===== src/ufd_pkg.sv =====
// Constants, types and register map of the UART FIFO data port.
// Overview of operation
// - Control bit 0 picks FIFO or single register.
// - Control bit 1 flushes the receive queue.
// - Control bit 2 flushes transmit queue; bit 3 reserved.
// - Bits 5:4 pick receive level 2/4/6/8.
// - Bits 7:6 pick transmit level 0/2/4/6.
// - Status bits 2:0 show receive count.
// - Status bits 5:3 show transmit count.
// - Status bit 6 flags receive queue full.
// - Status bit 7 flags transmit queue full.
// - Status bit 8 flags an invalid received byte.
// - Holding write clears the transmit empty flag.
// - Byte transmit alias pushes one byte.
// - Half-word transmit alias pushes two bytes.
// - Word transmit alias pushes four bytes.
// - Holding register and byte alias share offset.
// - Receive data at byte, half-word, word aliases.
// - Transmit empty flag is low while data waits.
// - Receive time-out enable acts only in FIFO mode.
package ufd_pkg;

  // Queue depth and count width (0 to 8 needs four bits).
  localparam int DEPTH = 8;
  localparam int CW = 4;
  localparam logic [CW-1:0] CNT_FULL = 4'h8;
  localparam logic [CW-1:0] CNT_ONE = 4'h1;

  // Bus address width and register indices; byte address is four times the index.
  localparam int AW = 17;
  localparam logic [AW-1:0] IDX_LINE_CONTROL = 17'h05007;
  localparam logic [AW-1:0] IDX_LINE_STATUS = 17'h0500b;
  localparam logic [AW-1:0] IDX_FIFO_CONTROL = 17'h0500f;
  localparam logic [AW-1:0] IDX_FIFO_STATUS = 17'h05012;
  localparam logic [AW-1:0] IDX_TX_WORD = 17'h05014;
  localparam logic [AW-1:0] IDX_TX_HALF = 17'h05016;
  localparam logic [AW-1:0] IDX_TX_BYTE = 17'h05017;
  localparam logic [AW-1:0] IDX_RX_WORD = 17'h05018;
  localparam logic [AW-1:0] IDX_RX_HALF = 17'h0501a;
  localparam logic [AW-1:0] IDX_RX_BYTE = 17'h0501b;

  // Field positions of the status words and the line control word.
  localparam int ST_TX_CNT = 3;
  localparam int ST_RX_FULL = 6;
  localparam int ST_TX_FULL = 7;
  localparam int ST_RX_ERR = 8;
  localparam int LS_RX_READY = 5;
  localparam int LS_TX_EMPTY = 6;
  localparam int LC_RX_TO_EN = 7;

  // Reset values and bus answers.
  localparam logic [7:0] FIFO_CONTROL_RST = 8'h00;
  localparam logic [7:0] LINE_CONTROL_RST = 8'h00;
  localparam logic [1:0] RESP_OKAY = 2'h0;
  localparam logic [1:0] RESP_SLVERR = 2'h2;

  // Trigger level tables, four bits per code, code 0 in the low nibble.
  localparam logic [15:0] RX_TRIG_LVL = 16'h8642;
  localparam logic [15:0] TX_TRIG_LVL = 16'h6420;

  // Bytes moved by byte, half-word and word accesses.
  localparam logic [CW-1:0] N_BYTE = 4'h1;
  localparam logic [CW-1:0] N_HALF = 4'h2;
  localparam logic [CW-1:0] N_WORD = 4'h4;

  // One received byte with its invalid mark.
  typedef struct packed {
    logic err;
    logic [7:0] data;
  } ufd_rx_entry_t;

  // Layout of the FIFO control register.
  typedef struct packed {
    logic [1:0] tx_trigger_level;
    logic [1:0] rx_trigger_level;
    logic rsvd;
    logic tx_queue_flush;
    logic rx_queue_flush;
    logic fifo_mode_select;
  } ufd_fifo_ctrl_t;

endpackage


===== src/ufd_top.sv =====
// FIFO and data port of the serial transceiver with its AXI4-Lite slave.
//
// The implementer's own choice: register access over AXI4-Lite.
`timescale 1ns/1ps
module ufd_top (
  input wire logic aclk,
  input wire logic aresetn,
  input wire logic [ufd_pkg::AW-1:0] awaddr,
  input wire logic awvalid,
  output logic awready,
  input wire logic [31:0] wdata,
  input wire logic [3:0] wstrb,
  input wire logic wvalid,
  output logic wready,
  output logic [1:0] bresp,
  output logic bvalid,
  input wire logic bready,
  input wire logic [ufd_pkg::AW-1:0] araddr,
  input wire logic arvalid,
  output logic arready,
  output logic [31:0] rdata,
  output logic [1:0] rresp,
  output logic rvalid,
  input wire logic rready,
  output logic tx_valid,
  output logic [7:0] tx_byte,
  input wire logic tx_ready,
  input wire logic rx_valid,
  input wire ufd_pkg::ufd_rx_entry_t rx_entry,
  output logic rx_ready,
  output logic rx_fifo_req,
  output logic tx_fifo_req,
  output logic rx_timeout_irq_enable
);
  import ufd_pkg::*;

  // ****************************************************************
  // Register state
  // ****************************************************************

  // FIFO control word; steers queue mode, flushes and trigger levels.
  ufd_fifo_ctrl_t fifo_control_ff;
  // Line control word; only the time-out enable bit is kept.
  logic [7:0] line_control_ff;
  // Transmit queue, entry 0 is the head handed to the line.
  logic [7:0] tx_mem_ff [DEPTH];
  logic [7:0] nxt_tx_mem [DEPTH];
  logic [CW-1:0] tx_cnt_ff;
  logic [CW-1:0] nxt_tx_cnt;
  // Receive queue, entry 0 is the oldest byte.
  ufd_rx_entry_t rx_mem_ff [DEPTH];
  ufd_rx_entry_t nxt_rx_mem [DEPTH];
  logic [CW-1:0] rx_cnt_ff;
  logic [CW-1:0] nxt_rx_cnt;
  // Registered outputs.
  logic tx_valid_ff;
  logic rx_ready_ff;
  logic rx_fifo_req_ff;
  logic tx_fifo_req_ff;
  logic rx_to_en_ff;

  // ****************************************************************
  // Write channel state
  // ****************************************************************

  // Address and data are each parked until both have arrived.
  logic aw_hold_ff;
  logic w_hold_ff;
  logic [AW-1:0] awaddr_ff;
  logic [31:0] wdata_ff;
  logic wlane0_ff;
  logic awready_ff;
  logic wready_ff;
  logic bvalid_ff;
  logic [1:0] bresp_ff;

  // Read channel state.
  logic arready_ff;
  logic rvalid_ff;
  logic [31:0] rdata_ff;
  logic [1:0] rresp_ff;

  // ****************************************************************
  // Handshake and address decode
  // ****************************************************************

  // Channel transfers of this cycle.
  wire aw_take = awvalid & awready_ff;
  wire w_take = wvalid & wready_ff;
  wire ar_take = arvalid & arready_ff;
  // A write is carried out in the cycle in which both halves are parked.
  wire wr_do = aw_hold_ff & w_hold_ff;
  wire wr_en = wr_do & wlane0_ff;
  wire fifo_on = fifo_control_ff.fifo_mode_select;

  // Write address decode against byte addresses.
  wire w_ctl = awaddr_ff == (IDX_FIFO_CONTROL << 2);
  wire w_lctl = awaddr_ff == (IDX_LINE_CONTROL << 2);
  wire w_txb = awaddr_ff == (IDX_TX_BYTE << 2);
  wire w_txh = awaddr_ff == (IDX_TX_HALF << 2);
  wire w_txw = awaddr_ff == (IDX_TX_WORD << 2);
  // Read-only words take writes silently.
  wire w_ro = (awaddr_ff == (IDX_FIFO_STATUS << 2)) | (awaddr_ff == (IDX_LINE_STATUS << 2))
    | (awaddr_ff == (IDX_RX_BYTE << 2)) | (awaddr_ff == (IDX_RX_HALF << 2))
    | (awaddr_ff == (IDX_RX_WORD << 2));
  wire w_hit = w_ctl | w_lctl | w_txb | w_txh | w_txw | w_ro;

  // Read address decode.
  wire r_ctl = araddr == (IDX_FIFO_CONTROL << 2);
  wire r_lctl = araddr == (IDX_LINE_CONTROL << 2);
  wire r_st = araddr == (IDX_FIFO_STATUS << 2);
  wire r_ls = araddr == (IDX_LINE_STATUS << 2);
  wire r_rxb = araddr == (IDX_RX_BYTE << 2);
  wire r_rxh = araddr == (IDX_RX_HALF << 2);
  wire r_rxw = araddr == (IDX_RX_WORD << 2);
  // Write-only data ports read as zero.
  wire r_wo = (araddr == (IDX_TX_BYTE << 2)) | (araddr == (IDX_TX_HALF << 2))
    | (araddr == (IDX_TX_WORD << 2));
  wire r_hit = r_ctl | r_lctl | r_st | r_ls | r_rxb | r_rxh | r_rxw | r_wo;

  // ****************************************************************
  // Transmit queue control
  // ****************************************************************

  // Space limit: eight bytes in FIFO mode, one holding byte otherwise.
  wire [CW-1:0] tx_cap = fifo_on ? CNT_FULL : CNT_ONE;
  // The holding register shares the byte alias address; mode picks the role.
  wire tx_hold_wr = wr_en & w_txb & ~fifo_on;
  // Bytes pushed by an alias write in FIFO mode.
  wire [CW-1:0] tx_push_n = ~(wr_en & fifo_on) ? 4'h0 :
    w_txb ? N_BYTE :
    w_txh ? N_HALF :
    w_txw ? N_WORD : 4'h0;
  wire tx_pop = tx_valid_ff & tx_ready;
  wire [CW-1:0] tx_base = tx_cnt_ff - {3'h0, tx_pop};
  wire [CW-1:0] tx_lvl = TX_TRIG_LVL[fifo_control_ff.tx_trigger_level * 4 +: 4];

  // Shift out the head, then place new bytes lowest lane first.
  always_comb begin
    logic [CW-1:0] slot;
    slot = 4'h0;
    nxt_tx_mem = tx_mem_ff;
    nxt_tx_cnt = tx_base;
    if (tx_pop) begin
      for (int i = 0; i < DEPTH - 1; i++) begin
        nxt_tx_mem[i] = tx_mem_ff[i+1];
      end
    end
    for (int i = 0; i < 4; i++) begin
      slot = tx_base + CW'(i);
      // Bytes beyond the free space are dropped.
      if (CW'(i) < tx_push_n && slot < tx_cap) begin
        nxt_tx_mem[slot[2:0]] = wdata_ff[i*8 +: 8];
        nxt_tx_cnt = slot + 4'h1;
      end
    end
    // A holding write replaces whatever waits, so the empty flag drops.
    if (tx_hold_wr) begin
      nxt_tx_mem[0] = wdata_ff[7:0];
      nxt_tx_cnt = CNT_ONE;
    end
    // A set flush bit keeps the queue empty.
    if (fifo_control_ff.tx_queue_flush) begin
      nxt_tx_cnt = 4'h0;
    end
  end

  // ****************************************************************
  // Receive queue control
  // ****************************************************************

  wire [CW-1:0] rx_cap = fifo_on ? CNT_FULL : CNT_ONE;
  // Bytes requested by a read; the half and word aliases act in FIFO mode.
  wire [CW-1:0] rx_req_n = ~ar_take ? 4'h0 :
    r_rxb ? N_BYTE :
    (r_rxh & fifo_on) ? N_HALF :
    (r_rxw & fifo_on) ? N_WORD : 4'h0;
  // Never remove more than is held.
  wire [CW-1:0] rx_pop_n = (rx_req_n > rx_cnt_ff) ? rx_cnt_ff : rx_req_n;
  wire [CW-1:0] rx_base = rx_cnt_ff - rx_pop_n;
  wire rx_push = rx_valid & rx_ready_ff;
  wire [CW-1:0] rx_lvl = RX_TRIG_LVL[fifo_control_ff.rx_trigger_level * 4 +: 4];

  // Shift out what was read, then append the byte from the line.
  always_comb begin
    logic [CW-1:0] src;
    src = 4'h0;
    nxt_rx_mem = rx_mem_ff;
    nxt_rx_cnt = rx_base;
    for (int i = 0; i < DEPTH; i++) begin
      src = CW'(i) + rx_pop_n;
      if (src < CNT_FULL) begin
        nxt_rx_mem[i] = rx_mem_ff[src[2:0]];
      end
    end
    if (rx_push && rx_base < rx_cap) begin
      nxt_rx_mem[rx_base[2:0]] = rx_entry;
      nxt_rx_cnt = rx_base + 4'h1;
    end
    // A set flush bit discards every entry, arriving ones too.
    if (fifo_control_ff.rx_queue_flush) begin
      nxt_rx_cnt = 4'h0;
    end
  end

  // ****************************************************************
  // Status words
  // ****************************************************************

  // Invalid mark over the entries that are actually held.
  logic rx_err_any;
  always_comb begin
    rx_err_any = 1'b0;
    for (int i = 0; i < DEPTH; i++) begin
      if (CW'(i) < rx_cnt_ff && rx_mem_ff[i].err) begin
        rx_err_any = 1'b1;
      end
    end
  end

  // Counts wrap to zero at eight, so the full flags complete them.
  wire rx_full = rx_cnt_ff == CNT_FULL;
  wire tx_full = tx_cnt_ff == CNT_FULL;
  wire [31:0] fifo_status_word = {23'h0, rx_err_any, tx_full, rx_full,
    tx_cnt_ff[2:0], rx_cnt_ff[2:0]};
  // Empty flag is low whenever a byte waits to be sent.
  wire tx_empty = tx_cnt_ff == 4'h0;
  wire rx_ready_data = rx_cnt_ff != 4'h0;
  wire [31:0] line_status_word = {25'h0, tx_empty, rx_ready_data, 5'h00};

  // Read data selection; received data keep the oldest byte in bits 7:0.
  wire [31:0] rd_mux = r_ctl ? {24'h0, fifo_control_ff} :
    r_lctl ? {24'h0, line_control_ff} :
    r_st ? fifo_status_word :
    r_ls ? line_status_word :
    r_rxb ? {24'h0, rx_mem_ff[0].data} :
    r_rxh ? {16'h0, rx_mem_ff[1].data, rx_mem_ff[0].data} :
    r_rxw ? {rx_mem_ff[3].data, rx_mem_ff[2].data, rx_mem_ff[1].data,
      rx_mem_ff[0].data} : 32'h0;

  // ****************************************************************
  // Next state of the bus handshakes
  // ****************************************************************

  wire nxt_aw_hold = (aw_hold_ff | aw_take) & ~wr_do;
  wire nxt_w_hold = (w_hold_ff | w_take) & ~wr_do;
  wire nxt_bvalid = wr_do | (bvalid_ff & ~bready);
  wire nxt_rvalid = ar_take | (rvalid_ff & ~rready);

  // ****************************************************************
  // Write channel registers
  // ****************************************************************

  // Park address and data; ready stays low until the response is taken.
  always_ff @(posedge aclk) begin
    if (!aresetn) begin
      aw_hold_ff <= 1'b0;
      w_hold_ff <= 1'b0;
      awaddr_ff <= '0;
      wdata_ff <= 32'h0;
      wlane0_ff <= 1'b0;
      awready_ff <= 1'b0;
      wready_ff <= 1'b0;
      bvalid_ff <= 1'b0;
      bresp_ff <= RESP_OKAY;
    end else begin
      aw_hold_ff <= nxt_aw_hold;
      w_hold_ff <= nxt_w_hold;
      awready_ff <= ~nxt_aw_hold & ~nxt_bvalid;
      wready_ff <= ~nxt_w_hold & ~nxt_bvalid;
      bvalid_ff <= nxt_bvalid;
      if (aw_take) begin
        awaddr_ff <= awaddr;
      end
      if (w_take) begin
        wdata_ff <= wdata;
        wlane0_ff <= wstrb[0];
      end
      // Unmapped addresses answer with a slave error.
      if (wr_do) begin
        bresp_ff <= w_hit ? RESP_OKAY : RESP_SLVERR;
      end
    end
  end

  // ****************************************************************
  // Read channel registers
  // ****************************************************************

  // Data are captured at the address transfer; reads of receive data ports pop.
  always_ff @(posedge aclk) begin
    if (!aresetn) begin
      arready_ff <= 1'b0;
      rvalid_ff <= 1'b0;
      rdata_ff <= 32'h0;
      rresp_ff <= RESP_OKAY;
    end else begin
      arready_ff <= ~nxt_rvalid;
      rvalid_ff <= nxt_rvalid;
      if (ar_take) begin
        rdata_ff <= rd_mux;
        rresp_ff <= r_hit ? RESP_OKAY : RESP_SLVERR;
      end
    end
  end

  // ****************************************************************
  // Control registers
  // ****************************************************************

  // Software writes land here; the reserved bit always stays zero.
  always_ff @(posedge aclk) begin
    if (!aresetn) begin
      fifo_control_ff <= FIFO_CONTROL_RST;
      line_control_ff <= LINE_CONTROL_RST;
    end else begin
      if (wr_en & w_ctl) begin
        fifo_control_ff <= {wdata_ff[7:4], 1'b0, wdata_ff[2:0]};
      end
      if (wr_en & w_lctl) begin
        line_control_ff <= {wdata_ff[LC_RX_TO_EN], 7'h00};
      end
    end
  end

  // ****************************************************************
  // Queue storage
  // ****************************************************************

  // Transmit bytes reset to zero; received bytes carry no reset value.
  always_ff @(posedge aclk) begin
    if (!aresetn) begin
      tx_cnt_ff <= 4'h0;
      rx_cnt_ff <= 4'h0;
      for (int i = 0; i < DEPTH; i++) begin
        tx_mem_ff[i] <= 8'h00;
      end
    end else begin
      tx_cnt_ff <= nxt_tx_cnt;
      rx_cnt_ff <= nxt_rx_cnt;
      tx_mem_ff <= nxt_tx_mem;
    end
  end

  // Receive entries load without reset.
  always_ff @(posedge aclk) begin
    rx_mem_ff <= nxt_rx_mem;
  end

  // ****************************************************************
  // Line side and request outputs
  // ****************************************************************

  // Queue outputs follow the next count so they agree with the queue; the time-out enable follows the control words.
  always_ff @(posedge aclk) begin
    if (!aresetn) begin
      tx_valid_ff <= 1'b0;
      rx_ready_ff <= 1'b0;
      rx_fifo_req_ff <= 1'b0;
      tx_fifo_req_ff <= 1'b0;
      rx_to_en_ff <= 1'b0;
    end else begin
      tx_valid_ff <= nxt_tx_cnt != 4'h0;
      rx_ready_ff <= (nxt_rx_cnt < rx_cap) & ~fifo_control_ff.rx_queue_flush;
      rx_fifo_req_ff <= fifo_on & (nxt_rx_cnt >= rx_lvl);
      tx_fifo_req_ff <= fifo_on & (nxt_tx_cnt <= tx_lvl);
      rx_to_en_ff <= line_control_ff[LC_RX_TO_EN] & fifo_on;
    end
  end

  // Port drive straight from flip-flops.
  assign awready = awready_ff;
  assign wready = wready_ff;
  assign bvalid = bvalid_ff;
  assign bresp = bresp_ff;
  assign arready = arready_ff;
  assign rvalid = rvalid_ff;
  assign rdata = rdata_ff;
  assign rresp = rresp_ff;
  assign tx_valid = tx_valid_ff;
  assign tx_byte = tx_mem_ff[0];
  assign rx_ready = rx_ready_ff;
  assign rx_fifo_req = rx_fifo_req_ff;
  assign tx_fifo_req = tx_fifo_req_ff;
  assign rx_timeout_irq_enable = rx_to_en_ff;

endmodule // ufd_top


===== config.mk =====
export PLATFORM = sky130hd
export DESIGN_NAME = ufd_top
export DESIGN_NICKNAME = d
export VERILOG_FILES = /design/src/ufd_pkg.sv /design/src/ufd_top.sv
export SDC_FILE = /design/constraint.sdc
export NUM_CORES = 1
export LEC_CHECK = 0
export BUFFER_PORTS_ARGS = -buffer_cell sky130_fd_sc_hd__clkbuf_2
export CORE_MARGIN = 5
export CORE_UTILIZATION = 54
export CTS_CLUSTER_SIZE = 24
export DETAILED_ROUTE_END_ITERATION = 16
export PLACE_DENSITY = 0.73
export SYNTH_ARGS = -nofsm -noshare
export SYNTH_HDL_FRONTEND = slang
export SYNTH_SLANG_ARGS = --single-unit

===== constraint.sdc =====
create_clock -name aclk -period 6.9 [get_ports aclk]
set_clock_uncertainty 0.1 [all_clocks]
set_input_delay 0.69 -clock aclk [delete_from_list [all_inputs] [get_ports aclk]]
set_output_delay 0.69 -clock aclk [all_outputs]
set_load 0.02 [all_outputs]

==> impl_metrics.toml, run 1 <==
[power]
ir_drop_v = 0.000213
power_uw = 5360
p_leak_uw = 0.00706
powerDensity_nw_per_um2 = 304

[synthesis]
synth_compound_area_share_pct = 20.9
syn_area_um2 = 16000
synth_area_leaders = "dfxtp_1, mux2i_1, nand2_1"
synth_edf_count = 0
synth_adder_area_share_pct = 2.50
synth_top_area_cell = "dfxtp_1"
ys.warnings.count = 0
synth_top_area_share_pct = 31.0
synthArstFlopShare_pct = 0
ys_types = 92
ys_ff_latch = 248
synth_seq_area_share_pct = 31.0
synthXorXnorAreaFrac_pct = 1.20
yosysMostFrequentCell = "nand2_1"
synth_top_family_by_area = "compound AO/OA/AOI/OAI gates"
synth_cells = 1938
synth.avg_cell_area_um2 = 8.25
yosys-mux-area-fraction_pct = 19.4
synthTopCellsByCount = "nand2_1, dfxtp_1, mux2i_1, a21oi_1, nor2_1"
synthFlopType = "dfxtp_1"
synthSimpleGateAreaFrac_pct = 18.8

[die]
dieArea_um2 = 33200
ios = 142
start_util_pct = 54.3
die_w_um = 182
rows = 63
die_h_um = 182
core_um2 = 29500

[sta]
period_share_pct = 85.9
fmax_ghz = 0.169
max_slew_margin_pct = 18.8
setup_violations = 0
rsz0062_at_grt = "no"
tightest_slew_ns = 1.21
hold_viol_final = 0
setup_tns_ns = 0
fin_crit_ns = 5.93
maxSlewViolCount = 0

[clock_tree]
cts_hold_buf = 0
clkLatencyLatePin_ns = 0.56
cts_setup_buffers = 0
numCtsBuffers = 30
cts_tree = "built"
clockBufferDepth = 3
cts.reportedPaths.clkPinSlew_ns = 0.07
htree_levels = 1
root_buffer = "clkbuf_16"
numClockSinks = 248
cts_resized = 0

[finish]
fin_nets = 2081
drive_gt1_share_pct = 17.0
area_growth_pct = 10.4
multi_input_area_um2 = 10100
antenna_cells = 0
regArea_um2 = 4960
num-fill-cells = 2628

[routing]
wl_per_cell_um = 20.8
ant_nets = 0
routed_via_density = 6.43
drt_first_pass_iters = 6
routed_wl_mm = 49.3
via_count = 15300
drc = 0
drtIter0Drc = 1662

[placement]
dp_hpwl_mm = 34.6
routabilityCongestion = 0.942
io_buffers = 136

[global_routing]
overflow = 0
grt_max_degree = 73
grt_use_total_pct = 28.3
antenna_found_initial = 1
grt_pass1_wl_mm = 78.9
grt_pass1_vias = 14400

[worst_setup_path]
worstPathMaxFanout = 11
start_kind = "input pin"
end_kind = "register"
arrival_ns = 6.31
crit_required_ns = 7.29
worst-setup-path-type = "in2reg"

[hold_path]
hold_class = "in2reg"

[run]
maxCapViolations = 0

[run_status]
status = "finished clean"
==> flip-flops by register name, summed over array words and instances, names as in the netlist, 4 cells and up <==
name / count
rdata: 32
awaddr_ff: 17
rx_mem_ff: 72
rx_cnt_ff: 4
wdata_ff: 32
tx_byte: 8
fifo_control_ff: 6
tx_cnt_ff: 4
tx_mem_ff: 56
==> area by class of cell <==
cell class                 count  area share [%]
inverter                      31           0.715
tap                          390            2.76
clock buffer                  41            5.06
clock inverter                13            1.18
multi-input combinational   1485            57.1
timing repair buffer         165            5.09
sequential                   248            28.1
==> worst paths after layout <==
| kind | start | to | slack, ns | cells past startpoint |
|---|---|---|---|---|
| setup / recovery | araddr[9] | rx_mem_ff[55]$_DFF_P_ | 0.97 | 22 |
| hold / removal | wdata[20] | wdata_ff[20]$_SDFFE_PN0P_ | 0.24 | 3 |
| setup reg to reg | arready$_SDFF_PN0_ | rx_mem_ff[55]$_DFF_P_ | 1.13 | 22 |
| hold reg to reg | rdata[7]$_SDFFE_PN0P_ | rdata[7]$_SDFFE_PN0P_ | 0.36 | 2 |
==> where the power goes <==
part           internal (uW)  leakage, uW  switching [uW]
Clock                   1090     0.000535             650
Combinational            687      0.00450             862
Sequential              1670      0.00202             404
Total                   3450      0.00706            1920
==> layout by cell type, fill, tap and decap left out, types with 10 or more instances in the layout <==
cell,instances
nand2_1,303
dfxtp_1,248
mux2i_1,200
a21oi_1,177
nor2_1,156
clkbuf_2,136
o211ai_1,81
mux2_2,60
o21ai_0,44
a22oi_1,40
ha_1,32
nand3_1,31
clkbuf_16,31
buf_4,29
a211oi_1,28
inv_1,26
nor3_1,26
o22ai_1,26
o21ai_1,23
mux4_2,19
a31oi_1,15
and3_1,13
a32oi_1,12
or3_1,10
o32ai_1,10
==> stage by stage <==
step	area (um2)	utilization, %	instances	setup slack, ns	hold WS, ns
after floorplan	16000	-	1939	0.554	0.332
after global placement	16600	56.2	2319	0.730	0.338
after detailed placement	16600	56.2	2319	0.502	0.350
after CTS	17700	59.9	2373	1.09	0.227
after global routing	17700	59.9	2373	0.460	0.242
final	17700	59.9	2373	0.974	0.243
==> worst max-delay path: stages <==
cell,delay [ns]
clkbuf_2,0.09
nor4_2,0.41
nand3_1,0.29
or3_1,0.48
ha_1,0.29
nand2_1,0.07
o21ai_0,0.11
or4_1,0.52
o211ai_1,0.15
ha_1,0.20
inv_1,0.08
a31oi_1,0.23
o221ai_1,0.16
and3b_1,0.24
ha_1,0.17
nand3b_1,0.34
nor3_1,0.49
nand2b_1,0.19
o21bai_1,0.44
nand4_2,0.37
o22ai_1,0.13
a21oi_1,0.17
==> cells by family (layout without fill, tap and decap cells) <==
group	after synthesis	in the layout
simple gates	640	640
other cells	1	2
compound gates	515	515
xor+xnor	17	17
mux	279	279
flops	248	248
buf+inv	206	250
fa+ha+maj	32	32
==> routing by layer <==
metal	up-vias	share of wire, %	track usage (%)
met3	123	8.9	5.28
met2	753	45	45.7
met4	2	2.8	8.77
met5	-	0.11	0
met1	7231	43	38.8
li1	7159	-	-
(Power assumes the default switching activity.)
==> inputs of run 2 (changes only) <==
- clock period: 6.9 -> 7.04 ns (I/O delays scaled with it)
==> impl_metrics.toml, run 2 (same netlist as run 1, synthesis figures left out) <==
[routing]
ant_nets = 0
wl_per_cell_um = 20.8
via_count = 15200
routed_wl_mm = 49.2
wirelength_met1_mm = 21.1
wl_met3_mm = 4.34
drc = 0
drt_first_pass_iters = 6
highest_layer = "met4"
routed_via_density = 6.40
route.met2.wl_mm = 22.1
drtIter0Drc = 1715

[worst_setup_path]
slowest_stage = "or4_1"
crit_required_ns = 7.41
crit_family = "simple AND/OR/NAND/NOR gates"
worstPathMaxFanout = 11
end_kind = "register"
start_kind = "input pin"
worstPathCellList = "clkbuf_2 > nor4b_2 > nand3_1 > or3_1 > ha_1 > nand2_1 > o21ai_0 > or4_1 > o211ai_1 > ha_1 > inv_1 > a31oi_1 > o221ai_1 > and3b_1 > ha_1 > nand3b_1 > nor3_1 > nand2b_1 > o21bai_1 > nand4_2 > o22ai_1 > a21oi_1"
worst-setup-path-type = "in2reg"
worst-path-buf-inv = 2
r2r_slack_ns = 1.11
arrival_ns = 6.47
max_stage_delay_ns = 0.56
path_common_cell = "ha_1"

[sta]
tightest_slew_ns = 1.24
period_share_pct = 86.6
setup_violations = 0
fmax_ghz = 0.164
max_slew_margin_pct = 16.5
fin_crit_ns = 6.10
hold_viol_final = 0
setup_tns_ns = 0
maxSlewViolCount = 0
rsz0062_at_grt = "no"

[clock_tree]
cts_setup_buffers = 0
cts_hold_buf = 0
cts_resized = 0
numCtsBuffers = 29
clockBufferDepth = 3
cts_tree = "built"
cts.reportedPaths.clkPinSlew_ns = 0.06
numClockSinks = 248
clkLatencyLatePin_ns = 0.56
htree_levels = 1
root_buffer = "clkbuf_16"

[finish]
fin_nets = 2079
utilization_pct = 59.7
largest_registers = "rx_mem_ff (72), tx_mem_ff (56)"
regArea_um2 = 4960
drive_gt1_share_pct = 17.0
regMostFlops = "rx_mem_ff"
area_growth_pct = 10.0
num-fill-cells = 2647
antenna_cells = 0
largest_reg_flops = 72
final_cell_mix = "nand2_1, dfxtp_1, mux2i_1, a21oi_1, nor2_1"
multi_input_area_um2 = 10100
final_common_cell = "nand2_1"

[die]
die_h_um = 182
ios = 142
die_w_um = 182
dieArea_um2 = 33200
rows = 63
start_util_pct = 54.3
core_um2 = 29500

[power]
ir_drop_v = 0.000228
power_uw = 5170
p_leak_uw = 0.00703
powerDensity_nw_per_um2 = 294

[global_routing]
overflow = 0
grt_pass1_vias = 14400
grt_max_degree = 89
grt_use_total_pct = 28.4
antenna_found_initial = 0
grt_pass1_wl_mm = 78.7

[placement]
dp_hpwl_mm = 34.3
io_buffers = 136
routabilityCongestion = 0.943

[run_status]
status = "finished clean"

[run]
maxCapViolations = 0

[hold_path]
hold_class = "in2reg"
run 2: cell types whose count changed in the layout (fill, tap and decap cells not counted), sizes merged:
cell and delta:
clkinvlp -1, buf -1, clkbuf -4, clkinv +3
run 2: cell type report:
type	count	share of cell area, %
clock buffers	37	4.69
clock inverters	15	1.21
well taps	390	2.77
multi-input cells	1485	57.3
flip-flops and latches	248	28.2
inverters	31	0.718
repair buffers	164	5.06
run 2: final timing paths:
path                                             endpoint                  start  cells after the start
worst max-delay path                rx_mem_ff[59]$_DFF_P_             araddr[13]                     22
worst min-delay path            wdata_ff[23]$_SDFFE_PN0P_              wdata[23]                      3
worst max register to register      rx_mem_ff[59]$_DFF_P_     arready$_SDFF_PN0_                     22
worst min register to register      rdata[7]$_SDFFE_PN0P_  rdata[7]$_SDFFE_PN0P_                      2
run 2: power by group:
part	switching [uW]	total [uW]	internal (uW)	leakage (uW)
Sequential	394	2030	1640	0.00202
Clock	626	1630	1010	0.000512
Combinational	838	1510	670	0.00450
Total	1860	5170	3320	0.00703
run 2: tightest hold or removal path, stage by stage:
cell and delay [ns]:
clkbuf_2 0.08, nand2_1 0.04, a21oi_1 0.05
run 2: routing by layer:
layer  up-vias  track usage [%]
met2       818             45.0
met5         -                0
met3       129             4.44
li1       7147                -
met1      7081             39.5
met4         0             10.5
run 2: metrics by stage:
step	std cells	hold WS [ns]	worst slack, ns	area [um2]
6_report	2370	0.269	0.942	17600
4_1_cts	2370	0.262	1.09	17600
3_3_place_gp	2318	0.340	0.706	16600
3_5_place_dp	2318	0.347	0.550	16600
5_1_grt	2370	0.270	0.445	17600
2_1_floorplan	1939	0.332	0.680	16000
